## config.mk

```make
export PLATFORM = sky130hd
export DESIGN_NAME = bwds_regs
export DESIGN_NICKNAME = d
export VERILOG_FILES = /design/src/bwds_window_cmp.v /design/src/bwds_regs.v
export VERILOG_INCLUDE_DIRS = /design/src
export SDC_FILE = /design/constraint.sdc
export NUM_CORES = 1
export LEC_CHECK = 0
export BUFFER_PORTS_ARGS = -buffer_cell sky130_fd_sc_hd__buf_2
export CAP_MARGIN = 20
export CORE_ASPECT_RATIO = 0.5
export CORE_MARGIN = 3
export CORE_UTILIZATION = 48
export DETAILED_ROUTE_END_ITERATION = 10
export PLACE_DENSITY = 0.83
export SYNTH_ARGS = -nofsm -noshare
export SYNTH_HDL_FRONTEND = slang
export SYNTH_SLANG_ARGS = --single-unit
```

## constraint.sdc

```tcl
create_clock -name ref_clk_i -period 1.8 [get_ports ref_clk_i]
set_input_delay 0.09 -clock ref_clk_i [delete_from_list [all_inputs] [get_ports ref_clk_i]]
set_output_delay 0.09 -clock ref_clk_i [all_outputs]
set_load 0.01 [all_outputs]
```

## src/bwds_defs.vh

```
`ifndef BWDS_DEFS_VH
`define BWDS_DEFS_VH

// Dword-aligned configuration offsets
`define BWDS_DW_IO_STATUS      8'h1C
`define BWDS_DW_MEM_WINDOW     8'h20
`define BWDS_DW_PREFETCH       8'h24
`define BWDS_DW_PREFETCH_HIGH  8'h28

// Byte offsets of the registers held here
`define BWDS_OFS_IO_TOP        8'h1D
`define BWDS_OFS_SEC_STATUS    8'h1E
`define BWDS_OFS_MEM_BASE      8'h20
`define BWDS_OFS_MEM_TOP       8'h22
`define BWDS_OFS_PF_BASE       8'h24
`define BWDS_OFS_PF_TOP        8'h26
`define BWDS_OFS_PF_BASE_HIGH  8'h28

// Reset values
`define BWDS_RST_IO_TOP        8'h01
`define BWDS_RST_MEM_BASE      16'h0000
`define BWDS_RST_MEM_TOP       16'h0000
`define BWDS_RST_PF_BASE       16'h0001
`define BWDS_RST_PF_TOP        16'h0001
`define BWDS_RST_PF_BASE_HIGH  32'h00000000

// Read-only field values
`define BWDS_IO_ADDRESSING_KIND  4'h1
`define BWDS_WIDE_ADDRESS_IND    4'h1
`define BWDS_DECODE_TIMING       2'h1
`define BWDS_BACK_TO_BACK_CAP    1'b1
`define BWDS_HIGH_CLOCK_CAP      1'b1

// Boundary fill for the low address bits
`define BWDS_IO_LOW_ZERO       12'h000
`define BWDS_IO_LOW_ONES       12'hFFF
`define BWDS_MEM_LOW_ZERO      20'h00000
`define BWDS_MEM_LOW_ONES      20'hFFFFF

// Secondary status event flag positions (bit 8 is the master parity flag)
`define BWDS_STS_PARITY        15
`define BWDS_STS_SYSTEM        14
`define BWDS_STS_MASTER_TERM   13
`define BWDS_STS_TARGET_RECV   12
`define BWDS_STS_TARGET_SIG    11
`define BWDS_STS_MASTER_PAR    8

`endif

```

## src/bwds_window_cmp.v

```verilog
`timescale 1ns/1ps
`default_nettype none

// Inclusive window compare: hit when bottom <= addr <= top
module bwds_window_cmp #(
  parameter W = 32
) (
  // Address and boundaries
  input  wire [W-1:0] addr_i,
  input  wire [W-1:0] bottom_i,
  input  wire [W-1:0] top_i,
  // Result
  output wire         hit_o
);

  assign hit_o = (addr_i >= bottom_i) && (addr_i <= top_i);

endmodule

`default_nettype wire

```

## src/bwds_regs.v

```verilog
`timescale 1ns/1ps
`default_nettype none
`include "bwds_defs.vh"

// Functional notes
// - I/O top bits 7:4 give address 15:12, FFFh
// - I/O top bits 31:16 from upper register
// - I/O top bits 3:0 read 1h
// - I/O window decides I/O forwarding
// - Bit 15 on three parity conditions
// - Bit 15 ignores parity response enable
// - Bit 14 set on secondary SERR
// - Bit 13 set on master abort
// - Bit 12 set on received target abort
// - Bit 11 set on signaled target abort
// - Bits 10:9 read 01b
// - Bit 8 master, enable, PERR conditions
// - Bit 7 reads one
// - Bit 5 reads one
// - Bits 6 and 4:0 read zero
// - Event flags sticky until cleared
// - Memory base bits 15:4 give 31:20
// - Memory top bits 15:4, low ones
// - Prefetch bottom uses upper base register
// - Prefetch top uses upper top register
// - Prefetch registers bits 3:0 read 1h
// - Upper prefetch base fully writable
// - I/O bottom bits 7:4, low zero
module bwds_regs (
  // Clock and reset
  input  wire        ref_clk_i,
  input  wire        sys_rst_i,
  // Configuration access, dword address plus byte enables
  input  wire [7:0]  cfg_addr_i,
  input  wire [3:0]  cfg_be_i,
  input  wire        cfg_wr_i,
  input  wire [31:0] cfg_wdata_i,
  input  wire        cfg_rd_i,
  output reg  [31:0] cfg_rdata_o,
  output reg         cfg_rvalid_o,
  // Fields held in neighbouring registers
  input  wire [3:0]  io_bottom_field_i,
  input  wire [15:0] io_bottom_upper_i,
  input  wire [15:0] io_top_upper_i,
  input  wire [31:0] prefetch_top_high_i,
  input  wire        parity_response_enable_i,
  // Secondary bus events, one-cycle pulses
  input  wire        addr_attr_fault_target_i,
  input  wire        write_data_fault_target_i,
  input  wire        read_data_fault_master_i,
  input  wire        serr_seen_i,
  input  wire        master_termination_i,
  input  wire        target_termination_recv_i,
  input  wire        target_termination_sig_i,
  input  wire        bus_master_i,
  input  wire        perr_driven_read_i,
  input  wire        perr_seen_write_i,
  // Forwarding decode
  input  wire [31:0] io_addr_i,
  input  wire [63:0] mem_addr_i,
  output reg         io_forward_o,
  output reg         mem_forward_o,
  output reg         prefetch_forward_o
);

  // Stored fields are the upper bits of each reset value
  localparam [7:0]  RST_IO_TOP   = `BWDS_RST_IO_TOP;
  localparam [15:0] RST_MEM_BASE = `BWDS_RST_MEM_BASE;
  localparam [15:0] RST_MEM_TOP  = `BWDS_RST_MEM_TOP;
  localparam [15:0] RST_PF_BASE  = `BWDS_RST_PF_BASE;
  localparam [15:0] RST_PF_TOP   = `BWDS_RST_PF_TOP;

  // Dword select; the low two address bits are ignored, byte enables pick the bytes
  function dw_hit;
    input [7:0] addr;
    input [7:0] dword_ofs;
    begin
      dw_hit = (addr[7:2] == dword_ofs[7:2]);
    end
  endfunction

  // Byte-lane merge of a write into a stored dword
  function [31:0] lane_merge;
    input [31:0] old_val;
    input [31:0] new_val;
    input [3:0]  be;
    integer      i;
    begin
      lane_merge = old_val;
      for (i = 0; i < 4; i = i + 1)
        if (be[i])
          lane_merge[i*8 +: 8] = new_val[i*8 +: 8];
    end
  endfunction

  reg  [3:0]  io_top_field_reg;
  reg  [3:0]  io_top_field_next;
  reg  [11:0] memory_bottom_field_reg;
  reg  [11:0] memory_bottom_field_next;
  reg  [11:0] memory_top_field_reg;
  reg  [11:0] memory_top_field_next;
  reg  [11:0] prefetch_bottom_field_reg;
  reg  [11:0] prefetch_bottom_field_next;
  reg  [11:0] prefetch_top_field_reg;
  reg  [11:0] prefetch_top_field_next;
  reg  [31:0] prefetch_base_high_reg;
  reg  [31:0] prefetch_base_high_next;
  reg  [15:0] status_flags_reg;
  reg  [15:0] status_flags_next;
  reg  [31:0] cfg_rdata_next;

  wire [31:0] dw_io_status;
  wire [31:0] dw_mem_window;
  wire [31:0] dw_prefetch;
  wire [15:0] sec_status;
  wire [15:0] flag_mask;
  wire [15:0] flag_set;
  wire [15:0] flag_clear;
  wire [31:0] io_bottom_addr;
  wire [31:0] io_top_addr;
  wire [31:0] mem_bottom_addr;
  wire [31:0] mem_top_addr;
  wire [63:0] pf_bottom_addr;
  wire [63:0] pf_top_addr;
  wire        io_hit;
  wire        mem_hit;
  wire        pf_hit;
  wire        wr_io_status;
  wire        wr_mem_window;
  wire        wr_prefetch;
  wire        wr_prefetch_high;
  wire        rd_io_status;
  wire        rd_mem_window;
  wire        rd_prefetch;
  wire        rd_prefetch_high;
  wire [31:0] mem_merged;
  wire [31:0] pf_merged;

  // Low two address bits are ignored; configuration is dword based
  assign wr_io_status     = cfg_wr_i &&
                            dw_hit(cfg_addr_i, `BWDS_DW_IO_STATUS);
  assign wr_mem_window    = cfg_wr_i &&
                            dw_hit(cfg_addr_i, `BWDS_DW_MEM_WINDOW);
  assign wr_prefetch      = cfg_wr_i &&
                            dw_hit(cfg_addr_i, `BWDS_DW_PREFETCH);
  assign wr_prefetch_high = cfg_wr_i &&
                            dw_hit(cfg_addr_i, `BWDS_DW_PREFETCH_HIGH);

  // Read selects share the write decode
  assign rd_io_status     = cfg_rd_i &&
                            dw_hit(cfg_addr_i, `BWDS_DW_IO_STATUS);
  assign rd_mem_window    = cfg_rd_i &&
                            dw_hit(cfg_addr_i, `BWDS_DW_MEM_WINDOW);
  assign rd_prefetch      = cfg_rd_i &&
                            dw_hit(cfg_addr_i, `BWDS_DW_PREFETCH);
  assign rd_prefetch_high = cfg_rd_i &&
                            dw_hit(cfg_addr_i, `BWDS_DW_PREFETCH_HIGH);

  // Byte lanes of a write merged over the current dword contents
  assign mem_merged = lane_merge(dw_mem_window, cfg_wdata_i, cfg_be_i);
  assign pf_merged  = lane_merge(dw_prefetch, cfg_wdata_i, cfg_be_i);

  // Only the event positions are storage; everything else is constant
  assign flag_mask = (16'h1 << `BWDS_STS_PARITY)
                   | (16'h1 << `BWDS_STS_SYSTEM)
                   | (16'h1 << `BWDS_STS_MASTER_TERM)
                   | (16'h1 << `BWDS_STS_TARGET_RECV)
                   | (16'h1 << `BWDS_STS_TARGET_SIG)
                   | (16'h1 << `BWDS_STS_MASTER_PAR);

  // Parity flag deliberately ignores the response enable
  assign flag_set[`BWDS_STS_PARITY] = addr_attr_fault_target_i
                                    | write_data_fault_target_i
                                    | read_data_fault_master_i;
  assign flag_set[`BWDS_STS_SYSTEM]      = serr_seen_i;
  assign flag_set[`BWDS_STS_MASTER_TERM] = master_termination_i;
  assign flag_set[`BWDS_STS_TARGET_RECV] = target_termination_recv_i;
  assign flag_set[`BWDS_STS_TARGET_SIG]  = target_termination_sig_i;
  assign flag_set[10:9] = 2'h0;
  assign flag_set[`BWDS_STS_MASTER_PAR] = bus_master_i
                                        & parity_response_enable_i
                                        & (perr_driven_read_i
                                           | perr_seen_write_i);
  assign flag_set[7:0] = 8'h00;

  // Status occupies the upper half of the dword
  assign flag_clear = wr_io_status ?
                      (cfg_wdata_i[31:16]
                       & {{8{cfg_be_i[3]}}, {8{cfg_be_i[2]}}}
                       & flag_mask) : 16'h0000;

  assign sec_status = (status_flags_reg & flag_mask)
                    | {5'h00, `BWDS_DECODE_TIMING, 1'b0,
                       `BWDS_BACK_TO_BACK_CAP, 1'b0,
                       `BWDS_HIGH_CLOCK_CAP, 5'h00};

  assign dw_io_status  = {sec_status,
                          io_top_field_reg, `BWDS_IO_ADDRESSING_KIND,
                          io_bottom_field_i,
                          `BWDS_IO_ADDRESSING_KIND};
  assign dw_mem_window = {memory_top_field_reg, 4'h0,
                          memory_bottom_field_reg, 4'h0};
  assign dw_prefetch   = {prefetch_top_field_reg, `BWDS_WIDE_ADDRESS_IND,
                          prefetch_bottom_field_reg,
                          `BWDS_WIDE_ADDRESS_IND};

  always @*
  begin
    io_top_field_next         = io_top_field_reg;
    memory_bottom_field_next  = memory_bottom_field_reg;
    memory_top_field_next     = memory_top_field_reg;
    prefetch_bottom_field_next = prefetch_bottom_field_reg;
    prefetch_top_field_next   = prefetch_top_field_reg;
    prefetch_base_high_next   = prefetch_base_high_reg;
    // Set wins over a clear in the same cycle
    status_flags_next = ((status_flags_reg & ~flag_clear) | flag_set)
                        & flag_mask;
    if (wr_io_status && cfg_be_i[1])
      io_top_field_next = cfg_wdata_i[15:12];
    if (wr_mem_window)
    begin
      memory_bottom_field_next = mem_merged[15:4];
      memory_top_field_next    = mem_merged[31:20];
    end
    if (wr_prefetch)
    begin
      prefetch_bottom_field_next = pf_merged[15:4];
      prefetch_top_field_next    = pf_merged[31:20];
    end
    if (wr_prefetch_high)
      prefetch_base_high_next = lane_merge(prefetch_base_high_reg,
                                           cfg_wdata_i, cfg_be_i);
  end

  always @(posedge ref_clk_i)
  begin
    if (sys_rst_i)
    begin
      io_top_field_reg          <= RST_IO_TOP[7:4];
      memory_bottom_field_reg   <= RST_MEM_BASE[15:4];
      memory_top_field_reg      <= RST_MEM_TOP[15:4];
      prefetch_bottom_field_reg <= RST_PF_BASE[15:4];
      prefetch_top_field_reg    <= RST_PF_TOP[15:4];
      prefetch_base_high_reg    <= `BWDS_RST_PF_BASE_HIGH;
      status_flags_reg          <= 16'h0000;
    end
    else
    begin
      io_top_field_reg          <= io_top_field_next;
      memory_bottom_field_reg   <= memory_bottom_field_next;
      memory_top_field_reg      <= memory_top_field_next;
      prefetch_bottom_field_reg <= prefetch_bottom_field_next;
      prefetch_top_field_reg    <= prefetch_top_field_next;
      prefetch_base_high_reg    <= prefetch_base_high_next;
      status_flags_reg          <= status_flags_next;
    end
  end

  // Unmapped dwords read zero; without a read the last value stays
  always @*
  begin
    cfg_rdata_next = cfg_rdata_o;
    if (rd_io_status)
      cfg_rdata_next = dw_io_status;
    else if (rd_mem_window)
      cfg_rdata_next = dw_mem_window;
    else if (rd_prefetch)
      cfg_rdata_next = dw_prefetch;
    else if (rd_prefetch_high)
      cfg_rdata_next = prefetch_base_high_reg;
    else if (cfg_rd_i)
      cfg_rdata_next = 32'h00000000;
  end

  // Read data is registered so the output comes from a flip-flop
  always @(posedge ref_clk_i)
  begin
    if (sys_rst_i)
    begin
      cfg_rdata_o  <= 32'h00000000;
      cfg_rvalid_o <= 1'b0;
    end
    else
    begin
      cfg_rdata_o  <= cfg_rdata_next;
      cfg_rvalid_o <= cfg_rd_i;
    end
  end

  // Window boundaries
  assign io_bottom_addr  = {io_bottom_upper_i, io_bottom_field_i,
                            `BWDS_IO_LOW_ZERO};
  assign io_top_addr     = {io_top_upper_i, io_top_field_reg,
                            `BWDS_IO_LOW_ONES};
  assign mem_bottom_addr = {memory_bottom_field_reg,
                            `BWDS_MEM_LOW_ZERO};
  assign mem_top_addr    = {memory_top_field_reg,
                            `BWDS_MEM_LOW_ONES};
  assign pf_bottom_addr  = {prefetch_base_high_reg, prefetch_bottom_field_reg,
                            `BWDS_MEM_LOW_ZERO};
  assign pf_top_addr     = {prefetch_top_high_i, prefetch_top_field_reg,
                            `BWDS_MEM_LOW_ONES};

  bwds_window_cmp #(.W(32)) u_io_cmp (
    .addr_i   (io_addr_i),
    .bottom_i (io_bottom_addr),
    .top_i    (io_top_addr),
    .hit_o    (io_hit)
  );

  bwds_window_cmp #(.W(32)) u_mem_cmp (
    .addr_i   (mem_addr_i[31:0]),
    .bottom_i (mem_bottom_addr),
    .top_i    (mem_top_addr),
    .hit_o    (mem_hit)
  );

  bwds_window_cmp #(.W(64)) u_pf_cmp (
    .addr_i   (mem_addr_i),
    .bottom_i (pf_bottom_addr),
    .top_i    (pf_top_addr),
    .hit_o    (pf_hit)
  );

  // The plain memory window only reaches the low 4 GB
  always @(posedge ref_clk_i)
  begin
    if (sys_rst_i)
    begin
      io_forward_o       <= 1'b0;
      mem_forward_o      <= 1'b0;
      prefetch_forward_o <= 1'b0;
    end
    else
    begin
      io_forward_o       <= io_hit;
      mem_forward_o      <= mem_hit && (mem_addr_i[63:32] == 32'h0);
      prefetch_forward_o <= pf_hit;
    end
  end

endmodule

`default_nettype wire

```

==> results of run 1 <==
==> what timing repair did <==
action                                  CTS  global route
gates resized for setup                  21            20
hold endpoints to repair                 76             0
endpoints found under the setup margin    3             3
setup buffers                             1             3
pin swaps                                10            20
hold buffers                             42             0
==> power by group through the flow <==
stage	Combinational [W]	Sequential [W]	Clock [W]
after CTS	0.00134	0.00285	0.00318
after global routing	0.00153	0.00286	0.00331
after global placement	0.00117	0.00291	0
after floorplan	0.000600	0.00292	0
after detailed placement	0.00124	0.00292	0
final	0.00139	0.00286	0.00318
==> through the flow <==
stage,hold WS (ns),instance area (um^2)
6_report,0.0190,12300
5_1_grt,0.0302,12300
4_1_cts,0.00992,12200
3_5_place_dp,0.311,11100
3_3_place_gp,0.296,11100
2_1_floorplan,0.207,8930
==> layout make-up <==
class | instances | area, um^2
timing repair buffer | 397 | 2550
fill | 1331 | 5480
clock buffer | 18 | 429
clock inverter | 14 | 106
tap | 234 | 293
inverter | 156 | 586
multi-input combinational | 800 | 5810
sequential | 126 | 2530
==> how the worst min path moves through the flow <==
| stage | from | endpoint | slack (ns) |
|---|---|---|---|
| final | io_bottom_field_i[3] | cfg_rdata_o[7]$_SDFFE_PP0P_ | 0.02 |
| after global routing | io_bottom_field_i[3] | cfg_rdata_o[7]$_SDFFE_PP0P_ | 0.03 |
| after CTS | mem_addr_i[51] | mem_forward_o$_SDFF_PP0_ | 0.01 |
| after detailed placement | target_termination_sig_i | status_flags_reg[11]$_SDFF_PP0_ | 0.31 |
| after global placement | master_termination_i | status_flags_reg[13]$_SDFF_PP0_ | 0.30 |
| after floorplan | target_termination_sig_i | status_flags_reg[11]$_SDFF_PP0_ | 0.21 |
==> routing by layer <==
metal / up-vias / wire length, um / track usage (%) / part of all wire [%]
met5: - / 0 / 0 / 0
met4: 0 / 1380 / 13.6 / 4.2
met3: 121 / 3420 / 5.57 / 10
met2: 582 / 15500 / 55.3 / 47
met1: 4740 / 12800 / 38.0 / 39
li1: 4757 / - / - / -
==> tightest hold or removal path: stages <==
cell and delay (ns):
buf_2 0.12, nand2_1 0.07, a311oi_2 0.09
==> cell families (layout without fill, tap and decap cells) <==
group,Yosys count,count (layout),share of synthesized area [%]
mux,29,29,3.25
simple gates,352,352,18.7
fa+ha+maj,152,152,21.3
buf+inv,197,585,8.62
compound gates,267,267,19.9
flops,126,126,28.3
==> synth_stat cells (2+ instances only) <==
library cell and number:
a311oi_2 5, mux2i_1 29, ha_1 152, and4_1 2
a221oi_1 7, buf_4 2, o221ai_1 3, buf_2 6
nor4_1 21, clkbuf_1 31, a2111oi_0 2, nor3_2 2
or2_2 3, inv_1 156, o21ai_0 24, nand3_2 2
nand4_1 37, nand2_1 116, o21ai_2 5, a22oi_1 21
o211ai_1 2, nor2b_1 2, nand2b_1 3, a211oi_1 11
a211o_1 2, nor2_1 74, a221o_2 5, nor3_1 9
a21oi_1 115, a221o_1 7, buf_6 2, a21o_1 40
dfxtp_1 126, a222oi_1 3, and3_1 2, nand3_1 71
or3_1 2, a311oi_1 7
==> layout by cell type, fill, tap and decap left out, drive strengths merged, types with 2 or more instances in the layout <==
master	synthesis	final
mux2i	29	29
dfxtp	126	126
nor3	11	11
clkinv	0	3
dlygate4sd3	0	42
a21o	40	40
nor4	21	21
a21oi	115	115
clkbuf	31	18
a222oi	3	3
a211oi	11	11
a2111oi	2	2
ha	152	152
a211o	2	2
or3	2	2
nand3	73	73
a311oi	12	12
or2	3	3
a22oi	21	21
o221ai	3	3
nand4	37	37
o21ai	29	29
nor2	75	75
clkinvlp	0	4
nand2b	3	3
nand2	116	116
and3	2	2
and4	2	2
buf	10	355
a221o	12	12
o211ai	2	2
inv	156	163
nor2b	2	2
a221oi	7	7
==> results.ini, run 1 <==
[timing]
grt_setup_unrepaired=true
maxSlewViolCount=0
tns_ns=-0.104
worst_slew_pin_slew_ns=0.656
finalSetupViolCount=1
maxSlewHeadroom_pct=56.3
hold_viol=0
max_freq_ghz=0.525
period_share_pct=106
fin_crit_ns=1.90
fin_skew_ns=0.00883
fin_ws_ns=-0.104

[synthesis]
postSynth.asyncResetShare_pct=0
synthFlopType=dfxtp_1
synth_cell_types=52
synth_nets=1498
netlist_area_um2=8920
yosys_register_bits=126
yosys_warnings=0
avgSynthCellArea_um2=7.95
synth_edf_count=0
ys_seq_area_share_pct=28.3
yosysTopAreaCellShare_pct=28.3
synthCells=1123
synth_area_leader_cell=dfxtp_1
synth.area.top_cells=dfxtp_1 28%, ha_1 21%, inv_1 6.6%

[critical_path]
startpoint=prefetch_top_field_reg[5]$_SDFFE_PP0P_
cp.buffers_inverters=1
crit_family=compound AO/OA/AOI/OAI gates
crit_required_ns=2.16
start_kind=register
worstRegToRegCells=9
cp_data_arrival_time_ns=2.26
rr_startpoint=prefetch_top_field_reg[5]$_SDFFE_PP0P_
rr_endpoint=prefetch_forward_o$_SDFF_PP0_
cp-end-kind=register
slowest_stage=a211o_1
path_max_fanout=2
cp_cell_sequence=inv_2 > ha_4 > a21oi_2 > nor2_1 > a211oi_1 > o211ai_1 > a211o_1 > a211oi_2 > o22a_1
crit_end=prefetch_forward_o$_SDFF_PP0_
cp_num_cells=9
cpPeakStageDelay_ns=0.35
regToRegSetupSlack_ns=-0.10
criticalPathCategory=register to register

[power_and_ir_drop]
peakVddDrop_mv=0.756
p_per_area_nw_per_um2=603
p_comb_share_pct=18.7
p_leak_nw=5.74
internal_power_w=0.00526
p_total_w=0.00742
clkPwrFrac_pct=42.8
swShare_pct=29.1
power_frac_seq_pct=38.5
switchingPower_w=0.00216

[final_layout]
antenna_cells=0
nNetsFinal=1873
finish.utilization_pct=69.2
area_growth_syn_to_layout_pct=37.9
layout-drive-gt1-share_pct=29.8
post_layout_nonfiller_instances=1745

[global_route]
antenna_found_initial=0
grt_pass1_wl_um=50200
global_route.usage.total_pct=31.3
grt_max_degree=57
grt_overflow=0
grt_pass1_vias=10100

[flow_run]
maxCapViolCount=0

[floorplanning]
die_x_um=199
num_rows=34
die_y_um=102
die-area_um2=20400
initial_utilization_pct=50.2
core_area_um2=17800
pin_count=259

[placed_design]
io_buffers=256
gp_congestion=0.961
dpl.hpwl_um=25600
placedCellCount=1667
dp_slack_ns=-0.191

[clock_network]
clock_sinks=126
htree_levels=4
cts_tree=done
cts_buffers=17
clockBufferDepth=2
path_clk_slew_ns=0.06
cts-root-buf=clkbuf_16
clock_latency_ns=0.41

[route]
drt-total-wl_um=33100
avgViaCountPerCell=5.85
drt_iter0_drc=1080
drtPass1Iterations=7
drc=0
wl_per_cell_um=19.0
via_count=10200
ant_nets=0

[hold_path]
whs_path_depth=3
hp-class=input pin to register

[run_status]
status=finished, violations left
violations=negative setup slack

Power figures use the tool's default switching activity.
==> run 2, diff against run 1 <==
--- a/config.mk
+++ b/config.mk
@@ -12,7 +12,9 @@
 export CORE_MARGIN = 3
 export CORE_UTILIZATION = 48
 export DETAILED_ROUTE_END_ITERATION = 10
+export GPL_ROUTABILITY_DRIVEN = 0
 export PLACE_DENSITY = 0.83
+export RECOVER_POWER = 25
 export SYNTH_ARGS = -nofsm -noshare
 export SYNTH_HDL_FRONTEND = slang
 export SYNTH_SLANG_ARGS = --single-unit
==> run 2 against run 1 <==
Compared with the run above: the flow still finishes with violations (negative setup slack); register-to-register slack lost 0.42 ns; global-route usage grew 0.53 points; sequential power about the same.
==> results.ini, run 2 (synthesized netlist as in run 1, its figures left out) <==
[timing]
fin_skew_ns=0.00729
fin_ws_ns=-0.523
maxSlewViolCount=0
period_share_pct=129
maxSlewHeadroom_pct=23.5
fin_crit_ns=2.32
max_freq_ghz=0.430
finalSetupViolCount=5
hold_viol=0
grt_setup_unrepaired=true
holdWs_ns=0.000894
worst_slew_pin_slew_ns=1.15

[run_status]
status=finished, violations left
violations=negative setup slack

[final_layout]
layout-drive-gt1-share_pct=28.0
antenna_cells=0
seq_area_um2=2540
post_layout_nonfiller_instances=1742
layout_common_cells=220 x buf_2, 150 x inv_1, 142 x ha_1
nNetsFinal=1870
mostFrequentLayoutCell=buf_2
area_growth_syn_to_layout_pct=38.3
multi_input_area_um2=5860
fillers=1294

[power_and_ir_drop]
p_per_area_nw_per_um2=634
p_total_w=0.00782
peakVddDrop_mv=0.746
p_leak_nw=5.61

[global_route]
global_route.usage.total_pct=31.8
grt_pass1_vias=10400
antenna_found_initial=0
grt_max_degree=57
grt_overflow=0
grt_pass1_wl_um=51400

[floorplanning]
core_area_um2=17800
pin_count=259
die_x_um=199
die_y_um=102
num_rows=34
initial_utilization_pct=50.2
die-area_um2=20400

[clock_network]
cts_buffers=17
path_clk_slew_ns=0.06
clock_latency_ns=0.42
clockBufferDepth=2
cts-root-buf=clkbuf_16
clock_sinks=126
htree_levels=4
cts_tree=done

[critical_path]
slowest_stage=a21oi_1
startpoint=prefetch_top_field_reg[10]$_SDFFE_PP0P_
cp_data_arrival_time_ns=2.69
cp_cell_sequence=inv_2 > ha_4 > a21oi_1 > nand2_1 > a21oi_1 > o211ai_1 > a211o_1 > a211oi_2 > o22a_1
critPathMostFrequentCell=a21oi_1
cpPeakStageDelay_ns=0.37
crit_required_ns=2.17
rr_startpoint=prefetch_top_field_reg[10]$_SDFFE_PP0P_
path_max_fanout=3
start_kind=register
cp-end-kind=register
criticalPathCategory=register to register

[hold_path]
min_from=io_bottom_field_i[3]
hp-class=input pin to register

[placed_design]
dpl.hpwl_um=25600
placedCellCount=1665
io_buffers=256

[route]
drc=0
drtPass1Iterations=6
via_count=10500
drt-total-wl_um=34900
avgViaCountPerCell=6.00
drt_iter0_drc=980
ant_nets=0
wl_per_cell_um=20.1

[flow_run]
maxCapViolCount=0

[run 2: changes by cell type in the layout (fill, tap and decap cells not counted), sizes merged]
cell and change:
buf -39, clkdlybuf4s25 +1, clkinvlp -2, clkinv -1
inv +2, clkbuf +35, bufinv +2, dlygate4sd3 -1
[run 2: area by class of cell]
class                   count  share of cell area [%]
multi-input cells         800                    47.5
flip-flops and latches    126                    20.6
repair buffers            394                    20.0
inverters                 156                    4.75
clock buffers              17                    3.45
well taps                 234                    2.37
clock inverters            15                    1.40
[run 2: critical path, delay by kind of cell, from the launching register on]
family	cells	cell delay, ns
adders and majority gates	1	0.25
buffers and inverters	1	0.05
AOI/OAI and AO/OA	6	1.53
and+or+nand+nor	1	0.11
DFF	1	0.33
[run 2: per-stage QoR]
stage	TNS (ns)	utilization [%]	area [um^2]	setup slack (ns)
floorplan	0	-	8930	0.0328
global placement	-2.15	62.6	11100	-0.106
detailed placement	-6.23	62.6	11100	-0.193
CTS	-0.0182	69.1	12300	-0.0182
global route	-0.947	69.4	12300	-0.614
finish	-0.567	69.4	12300	-0.523
[run 2: worst paths after layout]
check / to / slack [ns] / cells past startpoint
max: prefetch_forward_o$_SDFF_PP0_ / -0.52 / 9
min: cfg_rdata_o[7]$_SDFFE_PP0P_ / 0.0009 / 3
max reg2reg: prefetch_forward_o$_SDFF_PP0_ / -0.52 / 9
min reg2reg: prefetch_base_high_reg[0]$_SDFFE_PP0P_ / 0.47 / 2
[run 2: what timing repair did]
item | 4_1_cts | 5_1_grt
setup buffers | 3 | 1
endpoints found under the hold margin | 76 | 1
hold buffers | 40 | 2
gates resized for setup | 32 | 20
endpoints found under the setup margin | 2 | 5
pin swaps | 19 | 12
[run 2: metal layers]
| metal | vias to the layer above | GRT usage [%] | share of wire (%) |
|---|---|---|---|
| met5 | - | 0 | 0 |
| met2 | 739 | 55.3 | 46 |
| met3 | 196 | 6.82 | 11 |
| li1 | 4758 | - | - |
| met1 | 4758 | 37.7 | 37 |
| met4 | 0 | 16.5 | 5.5 |
[run 2: power by group]
part           leakage [nW]  switching, W  internal (W)
combinational          4.30      0.000770      0.000654
clock                 0.290       0.00145       0.00209
sequential             1.03     0.0000270       0.00283
total                  5.61       0.00225       0.00557
==> run 3, diff against run 2 <==
--- a/config.mk
+++ b/config.mk
@@ -10,10 +10,11 @@
 export CAP_MARGIN = 20
 export CORE_ASPECT_RATIO = 0.5
 export CORE_MARGIN = 3
-export CORE_UTILIZATION = 48
+export CORE_UTILIZATION = 49
+export CTS_BUF_LIST = sky130_fd_sc_hd__clkbuf_8
 export DETAILED_ROUTE_END_ITERATION = 10
 export GPL_ROUTABILITY_DRIVEN = 0
-export PLACE_DENSITY = 0.83
+export PLACE_DENSITY = 0.84
 export RECOVER_POWER = 25
 export SYNTH_ARGS = -nofsm -noshare
 export SYNTH_HDL_FRONTEND = slang
==> run 3 against run 2 <==
Compared with the run above: the flow still finishes with violations (negative setup slack); routed wire length increased by 1.3%; global-route usage rose by 1.6 points; combinational power barely moved; critical path depth did not move; hold slack better by 0.048 ns; non-clock buffer count is 13 higher; core utilization barely moved; cell area decreased by 0.89%; final cell count grew 0.92%; first-iteration DRC count increased by 43%; critical endpoint unchanged.
==> results.ini, run 3 (synthesized netlist as in run 1, its figures left out) <==
[final_layout]
nNetsFinal=1883
fin_area_um2=12200
post_layout_nonfiller_instances=1758
layout_common_cells=219 x buf_2, 153 x inv_1, 144 x ha_1
mostFrequentLayoutCell=buf_2
layout-drive-gt1-share_pct=28.4
area_growth_syn_to_layout_pct=37.0
finish.utilization_pct=69.4

[critical_path]
path_max_fanout=2
crit_required_ns=2.21
cpPeakStageDelay_ns=0.35
startpoint=prefetch_top_field_reg[1]$_SDFFE_PP0P_
slowest_stage=dfxtp_1
start_kind=register
cp_data_arrival_time_ns=2.38
cp_cell_sequence=inv_1 > ha_1 > a21oi_1 > o21ai_0 > nand2_1 > o211ai_1 > a211o_1 > a211oi_2 > o22a_1
cp-end-kind=register
criticalPathCategory=register to register
rr_startpoint=prefetch_top_field_reg[1]$_SDFFE_PP0P_

[global_route]
grt_pass1_vias=10600
antenna_found_initial=2
global_route.usage.total_pct=33.5
grt_overflow=0
grt_pass1_wl_um=52800
grt_max_degree=57

[floorplanning]
die_y_um=101
die-area_um2=20000
initial_utilization_pct=50.7
core_area_um2=17600
die_x_um=197
num_rows=34
pin_count=259

[clock_network]
cts_tree=done
cts-root-buf=clkbuf_8
path_clk_slew_ns=0.09
clock_latency_ns=0.46
cts_buffers=17
clock_sinks=126
htree_levels=4
clockBufferDepth=2

[timing]
maxSlewViolCount=0
period_share_pct=109
fin_ws_ns=-0.170
worst_slew_pin_slew_ns=1.07
fin_skew_ns=0.0150
grt_setup_unrepaired=true
maxSlewHeadroom_pct=28.6
holdWs_ns=0.0492
tns_ns=-0.175
max_freq_ghz=0.508
finalSetupViolCount=2
fin_crit_ns=1.97
hold_viol=0

[placed_design]
place_area_um2=11200
placedCellCount=1674
dpl.hpwl_um=25800
io_buffers=256

[route]
drc=0
ant_nets=0
via_count=10700
avgViaCountPerCell=6.07
wl_per_cell_um=20.1
drt_iter0_drc=1406
drtPass1Iterations=9
drt-total-wl_um=35400

[hold_path]
hp-class=input pin to register
min_from=cfg_rd_i

[flow_run]
maxCapViolCount=0

[power_and_ir_drop]
p_per_area_nw_per_um2=562
peakVddDrop_mv=0.395
p_leak_nw=5.59

[run_status]
violations=negative setup slack
status=finished, violations left

[run 3: changes by cell type in the layout (fill, tap and decap cells not counted), sizes merged]
cell	before	now
inv	165	167
clkbuf	53	56
clkinvlp	2	1
buf	316	320
bufinv	2	1
clkdlybuf4s25	1	0
diode	0	3
dlygate4sd3	41	48
[run 3: per-layer routing]
metal | global-route usage (%) | share of wire (%) | wire, um
met2 | 56.9 | 45 | 16100
met3 | 7.91 | 11 | 3950
met5 | 0 | 0 | 0
met4 | 20.1 | 6.3 | 2240
met1 | 39.2 | 37 | 13100
[run 3: path summary, 6_finish.rpt]
check        slack (ns)  depth (start not counted)                        endpoint
max               -0.17                          9   prefetch_forward_o$_SDFF_PP0_
min                0.05                          3     cfg_rdata_o[9]$_SDFFE_PP0P_
max reg2reg       -0.17                          9   prefetch_forward_o$_SDFF_PP0_
min reg2reg        0.47                          2  status_flags_reg[8]$_SDFF_PP0_
[run 3: critical path: cells and delay by family, from the launching register on]
kind,cells,cell delay (ns)
AO/OA/AOI/OAI,6,1.09
adder cells (fa/ha/maj),1,0.28
buffers and inverters,1,0.05
AND/OR/NAND/NOR,1,0.14
flip-flops,1,0.35
[run 3: where the power goes]
group / internal [W] / switching [W]
clock: 0.00117 / 0.00143
combinational: 0.000651 / 0.000775
sequential: 0.00283 / 0.0000255
total: 0.00464 / 0.00223
[run 3: stage by stage]
step | setup WS (ns) | total power, W
after detailed placement | -0.229 | 0.00415
after global placement | -0.194 | 0.00407
after floorplan | 0.0328 | 0.00352
after CTS | -0.0435 | 0.00674
final | -0.170 | 0.00687
after global routing | -0.272 | 0.00710
[run 3: layout make-up]
| cell class | instances | area [um^2] |
|---|---|---|
| repair buffers | 407 | 2550 |
| flip-flops and latches | 126 | 2540 |
| well taps | 234 | 293 |
| fillers | 1289 | 5380 |
| clock buffers | 17 | 234 |
| inverters | 156 | 586 |
| clock inverters | 15 | 166 |
| multi-input cells | 800 | 5850 |
| diodes | 3 | 7.51 |
[run 3: timing repair]
item,4_1_cts,5_1_grt
setup buffers,0,1
pin swaps,18,10
hold endpoints to repair,89,1
setup endpoints to repair,2,3
hold buffers,47,1
resized for setup,30,26
